<file path="src/logic/adc_gcfg_regs.svh">
// Operation
// - reset clears whole register, converter off
// - bus master reads and writes register
// - disabled: clocks stopped, analog in low power
// - disabled: other converter register writes ignored
// - clearing enable restarts machine, drops trigger
// - enabled: clocks run, analog powered up
// - converter usable within settling time
// - input source: multiplexer or dedicated pin
// - differential bit picks single or differential
// - analog setup from mode and channel
// - pen detect code enables detector, ORs wakeup
// - interrupt enable gates data valid request
// - monitor enable drives one or both outputs
`ifndef ADC_GCFG_REGS_SVH
`define ADC_GCFG_REGS_SVH
`define ADC_GCFG_WIDTH 16
`define ADC_GCFG_RESET 16'h0000
`define ADC_GCFG_RSVD_MASK 16'hdfff
`define ADC_TOUCH_PEN_DETECT 3'h5
`define ADC_CLK_PERIOD_NS 10
`define ADC_SETTLE_NS 250
`define ADC_SETTLE_CYC (`ADC_SETTLE_NS / `ADC_CLK_PERIOD_NS)
// off exit step, settle exit step and ready flop take three cycles of the budget
`define ADC_SETTLE_LAG 3
`define ADC_SETTLE_CNT_W 5
`endif

</file>
<file path="src/logic/adc_gcfg_pkg.sv">
`default_nettype none
package adc_gcfg_pkg;
    // register image, msb first
    typedef struct packed {
        logic monitorOutputEnable;
        logic interruptEnable;
        logic reserved;
        logic [1:0] negativeRefSelect;
        logic [1:0] positiveRefSelect;
        logic [2:0] touchDriverConfig;
        logic [2:0] channelSelect;
        logic differentialMode;
        logic inputSourceSelect;
        logic converterEnable;
    } adc_global_config_t;
    typedef enum logic [2:0] {
        ST_OFF = 3'h1,
        ST_SETTLE = 3'h2,
        ST_READY = 3'h4
    } power_state_t;
endpackage
`default_nettype wire

</file>
<file path="src/logic/adc_global_configuration.sv">
`timescale 1ns/1ps
`default_nettype none
`include "adc_gcfg_regs.svh"
module adc_global_configuration (
    input wire logic clk,
    input wire logic resetn,
    input wire logic cfgWrite,
    input wire logic cfgRead,
    input wire logic [15:0] cfgWrData,
    output logic [15:0] cfgRdData,
    input wire logic otherWrReq,
    output logic otherWrAllow,
    input wire logic convDone,
    input wire logic resultValid,
    input wire logic penDownPin,
    output var adc_gcfg_pkg::adc_global_config_t analogCfg,
    output logic converterClockEn,
    output logic analogPowerUp,
    output logic converterReady,
    output logic smRestart,
    output logic triggerCancel,
    output logic penDetectEnable,
    output logic converterWakeup,
    output logic converterIrq,
    output logic monitorOutAEn,
    output logic monitorOutBEn
);
    // ----------------------------------------
    // configuration register
    // ----------------------------------------
    adc_gcfg_pkg::adc_global_config_t cfg_q;
    adc_gcfg_pkg::power_state_t state_q;
    logic [`ADC_SETTLE_CNT_W-1:0] settleCnt_q;
    logic penSync1_q;
    logic penSync2_q;
    logic [`ADC_SETTLE_CNT_W-1:0] watchCnt_q;
    adc_gcfg_pkg::adc_global_config_t wrImage;

    // write data seen through the register layout, so no bit index is spelled out
    assign wrImage = cfgWrData;

    // reserved bit never stores, so it always reads zero
    always_ff @(posedge clk)
    begin
        if (!resetn)
            cfg_q <= `ADC_GCFG_RESET;
        else if (cfgWrite)
            cfg_q <= cfgWrData & `ADC_GCFG_RSVD_MASK;
    end

    // read data cleared on an edge where the read strobe is low, so it is zero the cycle after
    always_ff @(posedge clk)
    begin
        if (!resetn)
            cfgRdData <= `ADC_GCFG_RESET;
        else if (cfgRead)
            cfgRdData <= cfg_q;
        else
            cfgRdData <= `ADC_GCFG_RESET;
    end

    // ----------------------------------------
    // power, clocks and settling
    // ----------------------------------------
    // settle count runs from the enable; a disable aborts it at once
    always_ff @(posedge clk)
    begin
        if (!resetn)
        begin
            state_q <= adc_gcfg_pkg::ST_OFF;
            settleCnt_q <= '0;
        end
        else
        begin
            case (state_q)
                adc_gcfg_pkg::ST_OFF:
                begin
                    settleCnt_q <= '0;
                    if (cfg_q.converterEnable)
                        state_q <= adc_gcfg_pkg::ST_SETTLE;
                end
                adc_gcfg_pkg::ST_SETTLE:
                begin
                    settleCnt_q <= settleCnt_q + 1'b1;
                    if (!cfg_q.converterEnable)
                        state_q <= adc_gcfg_pkg::ST_OFF;
                    else if (settleCnt_q ==
                             `ADC_SETTLE_CNT_W'(`ADC_SETTLE_CYC - `ADC_SETTLE_LAG))
                        state_q <= adc_gcfg_pkg::ST_READY;
                end
                adc_gcfg_pkg::ST_READY:
                begin
                    if (!cfg_q.converterEnable)
                        state_q <= adc_gcfg_pkg::ST_OFF;
                end
                default:
                    state_q <= adc_gcfg_pkg::ST_OFF;
            endcase
        end
    end

    // clocks and analog power follow the enable bit
    always_ff @(posedge clk)
    begin
        if (!resetn)
        begin
            converterClockEn <= 1'b0;
            analogPowerUp <= 1'b0;
            converterReady <= 1'b0;
        end
        else
        begin
            converterClockEn <= cfg_q.converterEnable;
            analogPowerUp <= cfg_q.converterEnable;
            converterReady <= cfg_q.converterEnable &&
                              (state_q == adc_gcfg_pkg::ST_READY);
        end
    end

    // restart pulse on a write that clears a set enable bit
    always_ff @(posedge clk)
    begin
        if (!resetn)
        begin
            smRestart <= 1'b0;
            triggerCancel <= 1'b0;
        end
        else
        begin
            smRestart <= cfgWrite && cfg_q.converterEnable && !wrImage.converterEnable;
            triggerCancel <= cfgWrite && cfg_q.converterEnable &&
                             !wrImage.converterEnable;
        end
    end

    // other registers lock while disabled; aux config is not routed here
    always_ff @(posedge clk)
    begin
        if (!resetn)
            otherWrAllow <= 1'b0;
        else
            otherWrAllow <= otherWrReq && cfg_q.converterEnable;
    end

    // ----------------------------------------
    // analog setup and side outputs
    // ----------------------------------------
    // analog fields pass through one flop so the outputs are registered
    always_ff @(posedge clk)
    begin
        if (!resetn)
            analogCfg <= `ADC_GCFG_RESET;
        else
            analogCfg <= cfg_q;
    end

    // pen detector is asynchronous, so it is synchronised first
    always_ff @(posedge clk)
    begin
        if (!resetn)
        begin
            penSync1_q <= 1'b0;
            penSync2_q <= 1'b0;
        end
        else
        begin
            penSync1_q <= penDownPin;
            penSync2_q <= penSync1_q;
        end
    end

    // wakeup ignores the interrupt enable; irq is gated by it
    always_ff @(posedge clk)
    begin
        if (!resetn)
        begin
            penDetectEnable <= 1'b0;
            converterWakeup <= 1'b0;
            converterIrq <= 1'b0;
        end
        else
        begin
            penDetectEnable <= (cfg_q.touchDriverConfig == `ADC_TOUCH_PEN_DETECT);
            converterWakeup <= convDone || (penSync2_q &&
                (cfg_q.touchDriverConfig == `ADC_TOUCH_PEN_DETECT));
            converterIrq <= cfg_q.interruptEnable && resultValid;
        end
    end

    // monitor b only in differential mode
    always_ff @(posedge clk)
    begin
        if (!resetn)
        begin
            monitorOutAEn <= 1'b0;
            monitorOutBEn <= 1'b0;
        end
        else
        begin
            monitorOutAEn <= cfg_q.monitorOutputEnable;
            monitorOutBEn <= cfg_q.monitorOutputEnable && cfg_q.differentialMode;
        end
    end

    // ----------------------------------------
    // assertions
    // ----------------------------------------
    // cycles of unbroken enable; saturates so a long enabled run never wraps to zero
    always_ff @(posedge clk)
    begin
        if (!resetn)
            watchCnt_q <= '0;
        else if (!cfg_q.converterEnable)
            watchCnt_q <= '0;
        else if (watchCnt_q != '1)
            watchCnt_q <= watchCnt_q + 1'b1;
    end

    a_reset_clears: assert property (@(posedge clk)
        !resetn |=> cfg_q == `ADC_GCFG_RESET)
        else $error("config not cleared by reset");
    a_write_stores: assert property (@(posedge clk) disable iff (!resetn)
        cfgWrite ##1 cfgRead |=> cfgRdData == ($past(cfgWrData, 2) & `ADC_GCFG_RSVD_MASK))
        else $error("written value not read back");
    a_clock_gated: assert property (@(posedge clk) disable iff (!resetn)
        !cfg_q.converterEnable |=> !converterClockEn && !analogPowerUp)
        else $error("clocks run while disabled");
    a_clock_runs: assert property (@(posedge clk) disable iff (!resetn)
        cfg_q.converterEnable |=> converterClockEn && analogPowerUp)
        else $error("clocks stopped while enabled");
    a_write_lock: assert property (@(posedge clk) disable iff (!resetn)
        otherWrReq && !cfg_q.converterEnable |=> !otherWrAllow)
        else $error("write passed while disabled");
    a_restart_pulse: assert property (@(posedge clk) disable iff (!resetn)
        $fell(cfg_q.converterEnable) |-> smRestart && triggerCancel)
        else $error("no restart on disable");
    a_settle_time: assert property (@(posedge clk) disable iff (!resetn)
        cfg_q.converterEnable && (watchCnt_q >= `ADC_SETTLE_CNT_W'(`ADC_SETTLE_CYC))
        |-> converterReady)
        else $error("not ready after settle time");
    a_ready_settled: assert property (@(posedge clk) disable iff (!resetn)
        converterReady |-> watchCnt_q >= `ADC_SETTLE_CNT_W'(`ADC_SETTLE_CYC))
        else $error("ready before settle time");
    a_not_early: assert property (@(posedge clk) disable iff (!resetn)
        $rose(cfg_q.converterEnable) |-> !converterReady [*8])
        else $error("ready too early");
    a_analog_follow: assert property (@(posedge clk) disable iff (!resetn)
        1'b1 |=> analogCfg == $past(cfg_q))
        else $error("analog setup lags");
    a_irq_gate: assert property (@(posedge clk) disable iff (!resetn)
        converterIrq |-> $past(cfg_q.interruptEnable) && $past(resultValid))
        else $error("irq without enable and data");
    a_wake_done: assert property (@(posedge clk) disable iff (!resetn)
        convDone |=> converterWakeup)
        else $error("done did not wake");
    a_monitor_b: assert property (@(posedge clk) disable iff (!resetn)
        monitorOutBEn |-> monitorOutAEn && $past(cfg_q.differentialMode))
        else $error("monitor b outside differential");
    c_enable_ready: cover property (@(posedge clk) disable iff (!resetn)
        $rose(cfg_q.converterEnable) ##[1:30] converterReady);
    c_disable: cover property (@(posedge clk) disable iff (!resetn) smRestart);
    c_pen_wake: cover property (@(posedge clk) disable iff (!resetn)
        penDetectEnable && converterWakeup && !convDone);
endmodule // adc_global_configuration
`default_nettype wire

</file>
<file path="config.mk">
export PLATFORM = sky130hd
export DESIGN_NAME = adc_global_configuration
export DESIGN_NICKNAME = d
export VERILOG_FILES = /design/src/logic/adc_gcfg_pkg.sv /design/src/logic/adc_global_configuration.sv
export VERILOG_INCLUDE_DIRS = /design/src /design/src/logic
export SDC_FILE = /design/constraint.sdc
export NUM_CORES = 1
export LEC_CHECK = 0
export ABC_AREA = 1
export BUFFER_PORTS_ARGS = -buffer_cell sky130_fd_sc_hd__buf_2
export CELL_PAD_IN_SITES_DETAIL_PLACEMENT = 1
export CELL_PAD_IN_SITES_GLOBAL_PLACEMENT = 2
export CORE_ASPECT_RATIO = 0.5
export CORE_MARGIN = 2
export CORE_UTILIZATION = 25
export CTS_CLUSTER_SIZE = 16
export DETAILED_ROUTE_END_ITERATION = 8
export PLACE_DENSITY = 0.84
export SETUP_SLACK_MARGIN = 0.3
export SYNTH_ARGS = -nofsm -noshare
export SYNTH_HDL_FRONTEND = slang
export SYNTH_SLANG_ARGS = --single-unit
</file>
<file path="constraint.sdc">
create_clock -name clk -period 0.95 [get_ports clk]
set_input_delay 0.0475 -clock clk [delete_from_list [all_inputs] [get_ports clk]]
set_output_delay 0.0475 -clock clk [all_outputs]
set_load 0.05 [all_outputs]
</file>
=== After elaboration in Yosys (flattened, before gate mapping) ===
Cells that the tools add are included.

* Add/subtract/negate cells: 1
* Reduce and logical (&&, ||, !) cells: 12
* Equality and inequality tests: 8
* Mux-type cells: 6

{| class="wikitable"
|+ Operators with widths
! kind !! count
|-
| $mux W3 || 4
|-
| $pmux W5 S2 || 1
|-
| $pmux W3 S3 || 1
|-
| $logic_and A1 B1 Y1 || 7
|-
| $eq A3 B3 Y1 const B || 2
|-
| $add A5 B1 Y5 const B || 1
|-
| $eq A5 B5 Y1 const B || 1
|-
| $ne A2 B2 Y1 const B || 2
|-
| $eq A3 B1 Y1 const B || 1
|-
| $eq A3 B2 Y1 const B || 1
|-
| $ne A3 B3 Y1 const B || 1
|-
| $reduce_and A3 Y1 || 1
|-
| $reduce_and A2 Y1 || 1
|-
| $reduce_bool A2 Y1 || 1
|-
| $logic_not A1 Y1 || 1
|-
| $logic_or A1 B1 Y1 || 1
|}

* Output and inout port bits: 43
* Bits in registers: 62

=== Longest topological paths before layout ===
* Word-level depth: 4
* Gate-level depth with buffers: 7

=== Worst setup path before layout ===
OpenSTA, ideal clock, no wires.

* Kind: register -> output
* Start point: register analogCfg[0] (netlist name)
* End point: output analogCfg[0] (netlist name)
* Arrival time: 0.914 ns
* Stages on the path, launching flop included: 2
* Required time: 0.902 ns
* Buffers on the path: 1
* Path slack: -0.012 ns
* Cells stage by stage: dfxtp_1 > buf_4

{| class="wikitable"
|+ RTL lines
! element !! line !! text
|-
| start: declaration || adc_global_configuration.sv:16 || <nowiki>output var adc_gcfg_pkg::adc_global_config_t analogCfg,</nowiki>
|-
| start signal: assignment || adc_global_configuration.sv:152 || <nowiki>analogCfg <= `ADC_GCFG_RESET;</nowiki>
|-
| start signal: assignment || adc_global_configuration.sv:154 || <nowiki>analogCfg <= cfg_q;</nowiki>
|}

No word-level cell between the ends.

=== Worst setup path in the final report ===
* Start point: register settleCnt_q[1]
* End point: register settleCnt_q[4]

* Word-level cells in the longest chain between the ends: 2

{| class="wikitable"
|+ RTL lines
! element !! line !! text
|-
| start: declaration || adc_global_configuration.sv:33 || <nowiki>logic [`ADC_SETTLE_CNT_W-1:0] settleCnt_q;</nowiki>
|-
| start signal: assignment || adc_global_configuration.sv:84 || <nowiki>settleCnt_q <= settleCnt_q + 1'b1;</nowiki>
|-
| $add A5 B1 Y5 || adc_global_configuration.sv:84 ||
|-
| $pmux W5 S2 || adc_global_configuration.sv:75 || <nowiki>case (state_q)</nowiki>
|}

No other way between the ends.
A chain may end at the register's enable or synchronous reset.

==> flow_summary.ini <==
[run_status]
status = finished with violations
violations = hold timing, setup timing

[synthesis]
syn-instance-count = 244
syn_avg_cell_area_um2 = 8.43
synth_seq_cells = 62
netlist.top_cell.by_area = sky130_fd_sc_hd__dfxtp_1
ys_seq_area_share_pct = 60.4
synthDominantCellAreaShare_pct = 60.4
syn-cell-area_um2 = 2060
yosys_warnings = 0
ys_top_cells_by_area = sky130_fd_sc_hd__dfxtp_1 60%, sky130_fd_sc_hd__inv_1 8.4%, sky130_fd_sc_hd__nor2_1 6.0%, sky130_fd_sc_hd__nand2_1 5.8%, sky130_fd_sc_hd__o21ai_0 4.6%
synth.lib_cells_used.distinct = 19

[place]
dpl.hpwl_um = 3550
io_buffer_count = 63
dp_slack_ns = -0.0709
globalplace.congestion = 0.760
dp.cells = 411

[floorplan]
floorplan.io_pins = 67
fp-row-count = 23
fp.dieArea_um2 = 9010
die_height_um = 68.1
start_util_pct = 25.7
horizontal_extent_of_the_die_um = 132
core-area_um2 = 8000

[global_routing]
grt_first_pass_wirelength_um = 9570
first_global_vias = 2022
grt_most_used_layer = met2
gr-usage-all-layers_pct = 14.0
grt_util_met3_pct = 4.30
grt_start_max_net_pins = 32
overflow = 0
use_met2_pct = 29.0
grt_antenna_before_repair = 0
grt.met1_usage_pct = 13.3

[sta]
fin_worst_skew_ns = 0.00909
final_period_minus_worst_setup_slack_ns = 0.993
final.period_utilization_pct = 105
timing.final.setup_violations = 3
fmax_mhz = 1010
final.setup.worst_slack_ns = -0.0430
grt_setup_unrepaired = true
hold_violations = 1
drv_slew = 0
fin_worst_hold_slack_ns = -0.0956

[final_layout]
layout.cells.most_common_list = 41 x sky130_fd_sc_hd__buf_8, 40 x sky130_fd_sc_hd__dfxtp_2, 39 x sky130_fd_sc_hd__inv_1
final_layout_size_suffix_gt1_share_pct = 53.4
layout_nets = 343
layoutNonFillerInstCount = 434
layout.cells.most_common = sky130_fd_sc_hd__buf_8
diodes = 0
area_growth_syn_to_layout_pct = 69.9

[critical_path]
timing_worst_setup_path_type = reg2reg
critical_path_peak_fanout = 4
timing.critical_path.slowest_cell_delay_ns = 0.38
timing.critical_path.from_type = flip-flop
cells_along_the_critical_path = ha_4 > nand3_4 > inv_2 > nand3_1 > nand2_1 > nor2_1
worst_ep_required_time_ns = 1.17
crit_path_end_kind = flip-flop
critical-path-slowest-cell = sky130_fd_sc_hd__dfxtp_4
arrival_ns = 1.21

[clocking]
clock_path_buffers = 2
htree_num_levels = 3
cts_buffers = 9
clkLatencyLatePin_ns = 0.32
cts.sink_count = 62
cts.reportedPaths.clkPinSlew_ns = 0.05
tritoncts = yes
cts_hold_buf = 4
ctsRootBufferMaster = sky130_fd_sc_hd__clkbuf_16

[route]
detailedRoute.firstPassIterationCount = 4
detail_route.wirelength_um = 5980
starting_drt_drc_count = 67
detail_route.wl_per_cell_um = 13.8
vias = 1798
antenna_left = 0
drc_errors = 0
avgViaCountPerCell = 4.14

[run]
drv_cap = 0

[power_and_ir_drop]
peakVddDrop_mv = 0.862
p_leak_uw = 0.00161
power-per-cell-area_nw_per_um2 = 1980

[hold_path]
hold_path_class = in2reg
## Yosys cell counts
| library cell | number |
|---|---|
| sky130_fd_sc_hd__nand2_1 | 32 |
| sky130_fd_sc_hd__nand3_2 | 1 |
| sky130_fd_sc_hd__nor2_1 | 33 |
| sky130_fd_sc_hd__o21ai_0 | 19 |
| sky130_fd_sc_hd__clkbuf_2 | 1 |
| sky130_fd_sc_hd__ha_1 | 2 |
| sky130_fd_sc_hd__conb_1 | 1 |
| sky130_fd_sc_hd__buf_4 | 8 |
| sky130_fd_sc_hd__a21oi_1 | 18 |
| sky130_fd_sc_hd__nor2_2 | 2 |
| sky130_fd_sc_hd__dfxtp_1 | 62 |
| sky130_fd_sc_hd__nand4_1 | 2 |
| sky130_fd_sc_hd__clkbuf_1 | 1 |
| sky130_fd_sc_hd__buf_2 | 4 |
| sky130_fd_sc_hd__inv_2 | 1 |
| sky130_fd_sc_hd__nand2_2 | 1 |
| sky130_fd_sc_hd__inv_1 | 46 |
| sky130_fd_sc_hd__nor3_1 | 2 |
| sky130_fd_sc_hd__nand3_1 | 8 |
## state kept, by name (all words and copies together), names as in the netlist, 3 cells and up
register / count
analogCfg: 14
cfgRdData: 15
cfg_q: 15
settleCnt_q: 5
state_q: 3
## final timing paths
path	slack (ns)	cells past startpoint	endpoint	from
max	-0.04	6	settleCnt_q[4]$_SDFFE_PN0P_	settleCnt_q[1]$_SDFFE_PN0P_
min	-0.1	2	triggerCancel$_SDFF_PN0_	cfgWrData[0]
min reg2reg	0.42	2	analogCfg[2]$_SDFF_PN0_	cfg_q[2]$_SDFFE_PN0P_
max reg2reg	-0.04	6	settleCnt_q[4]$_SDFFE_PN0P_	settleCnt_q[1]$_SDFFE_PN0P_
## final cells by class
type / instances / area (um2)
timing repair buffer: 75 / 841
clock buffer: 12 / 256
tap: 112 / 140
sequential: 62 / 1330
inverter: 47 / 184
fill: 911 / 4510
clock inverter: 4 / 55.1
multi-input combinational: 122 / 692
## report_power, final
group | internal (uW) | switching, uW
clock | 2180 | 1150
combinational | 309 | 480
sequential | 2720 | 95.6
## cell families after synthesis
group	share of synthesized area (%)
buffers and inverters	12.9
other	0.182
adder cells (fa/ha/maj)	1.22
AND/OR/NAND/NOR	16.3
flip-flops	60.4
AO/OA/AOI/OAI	9.01
## critical path: cells and delay by family (launching register included)
| family | cells | cell delay [ns] |
|---|---|---|
| flops | 1 | 0.38 |
| simple gates | 4 | 0.28 |
| fa+ha+maj | 1 | 0.16 |
| buf+inv | 1 | 0.06 |
## repair_timing
action	in CTS	in global routing
setup endpoints to repair	55	66
resized for setup	179	22
setup buffers	1	2
endpoints found under the hold margin	5	1
pin swaps	7	11
## through the flow
step,hold WS [ns],total power (uW),setup TNS (ns),util [%],area (um2)
2_1_floorplan,0.117,3270,0,-,2130
3_3_place_gp,0.223,3420,-0.0179,31.6,2530
3_5_place_dp,0.235,3430,-0.182,31.6,2530
4_1_cts,-0.107,6960,-0.0275,42.7,3420
5_1_grt,-0.104,7200,-0.383,43.7,3490
6_report,-0.0956,6930,-0.0687,43.7,3490
## metal layers
layer  up-vias  share of wire [%]
met5         -                  0
met4         0                1.9
met3        11                2.9
met2        25                 57
met1       881                 38
li1        881                  -
No activity file was read; power rests on OpenSTA's default activity.
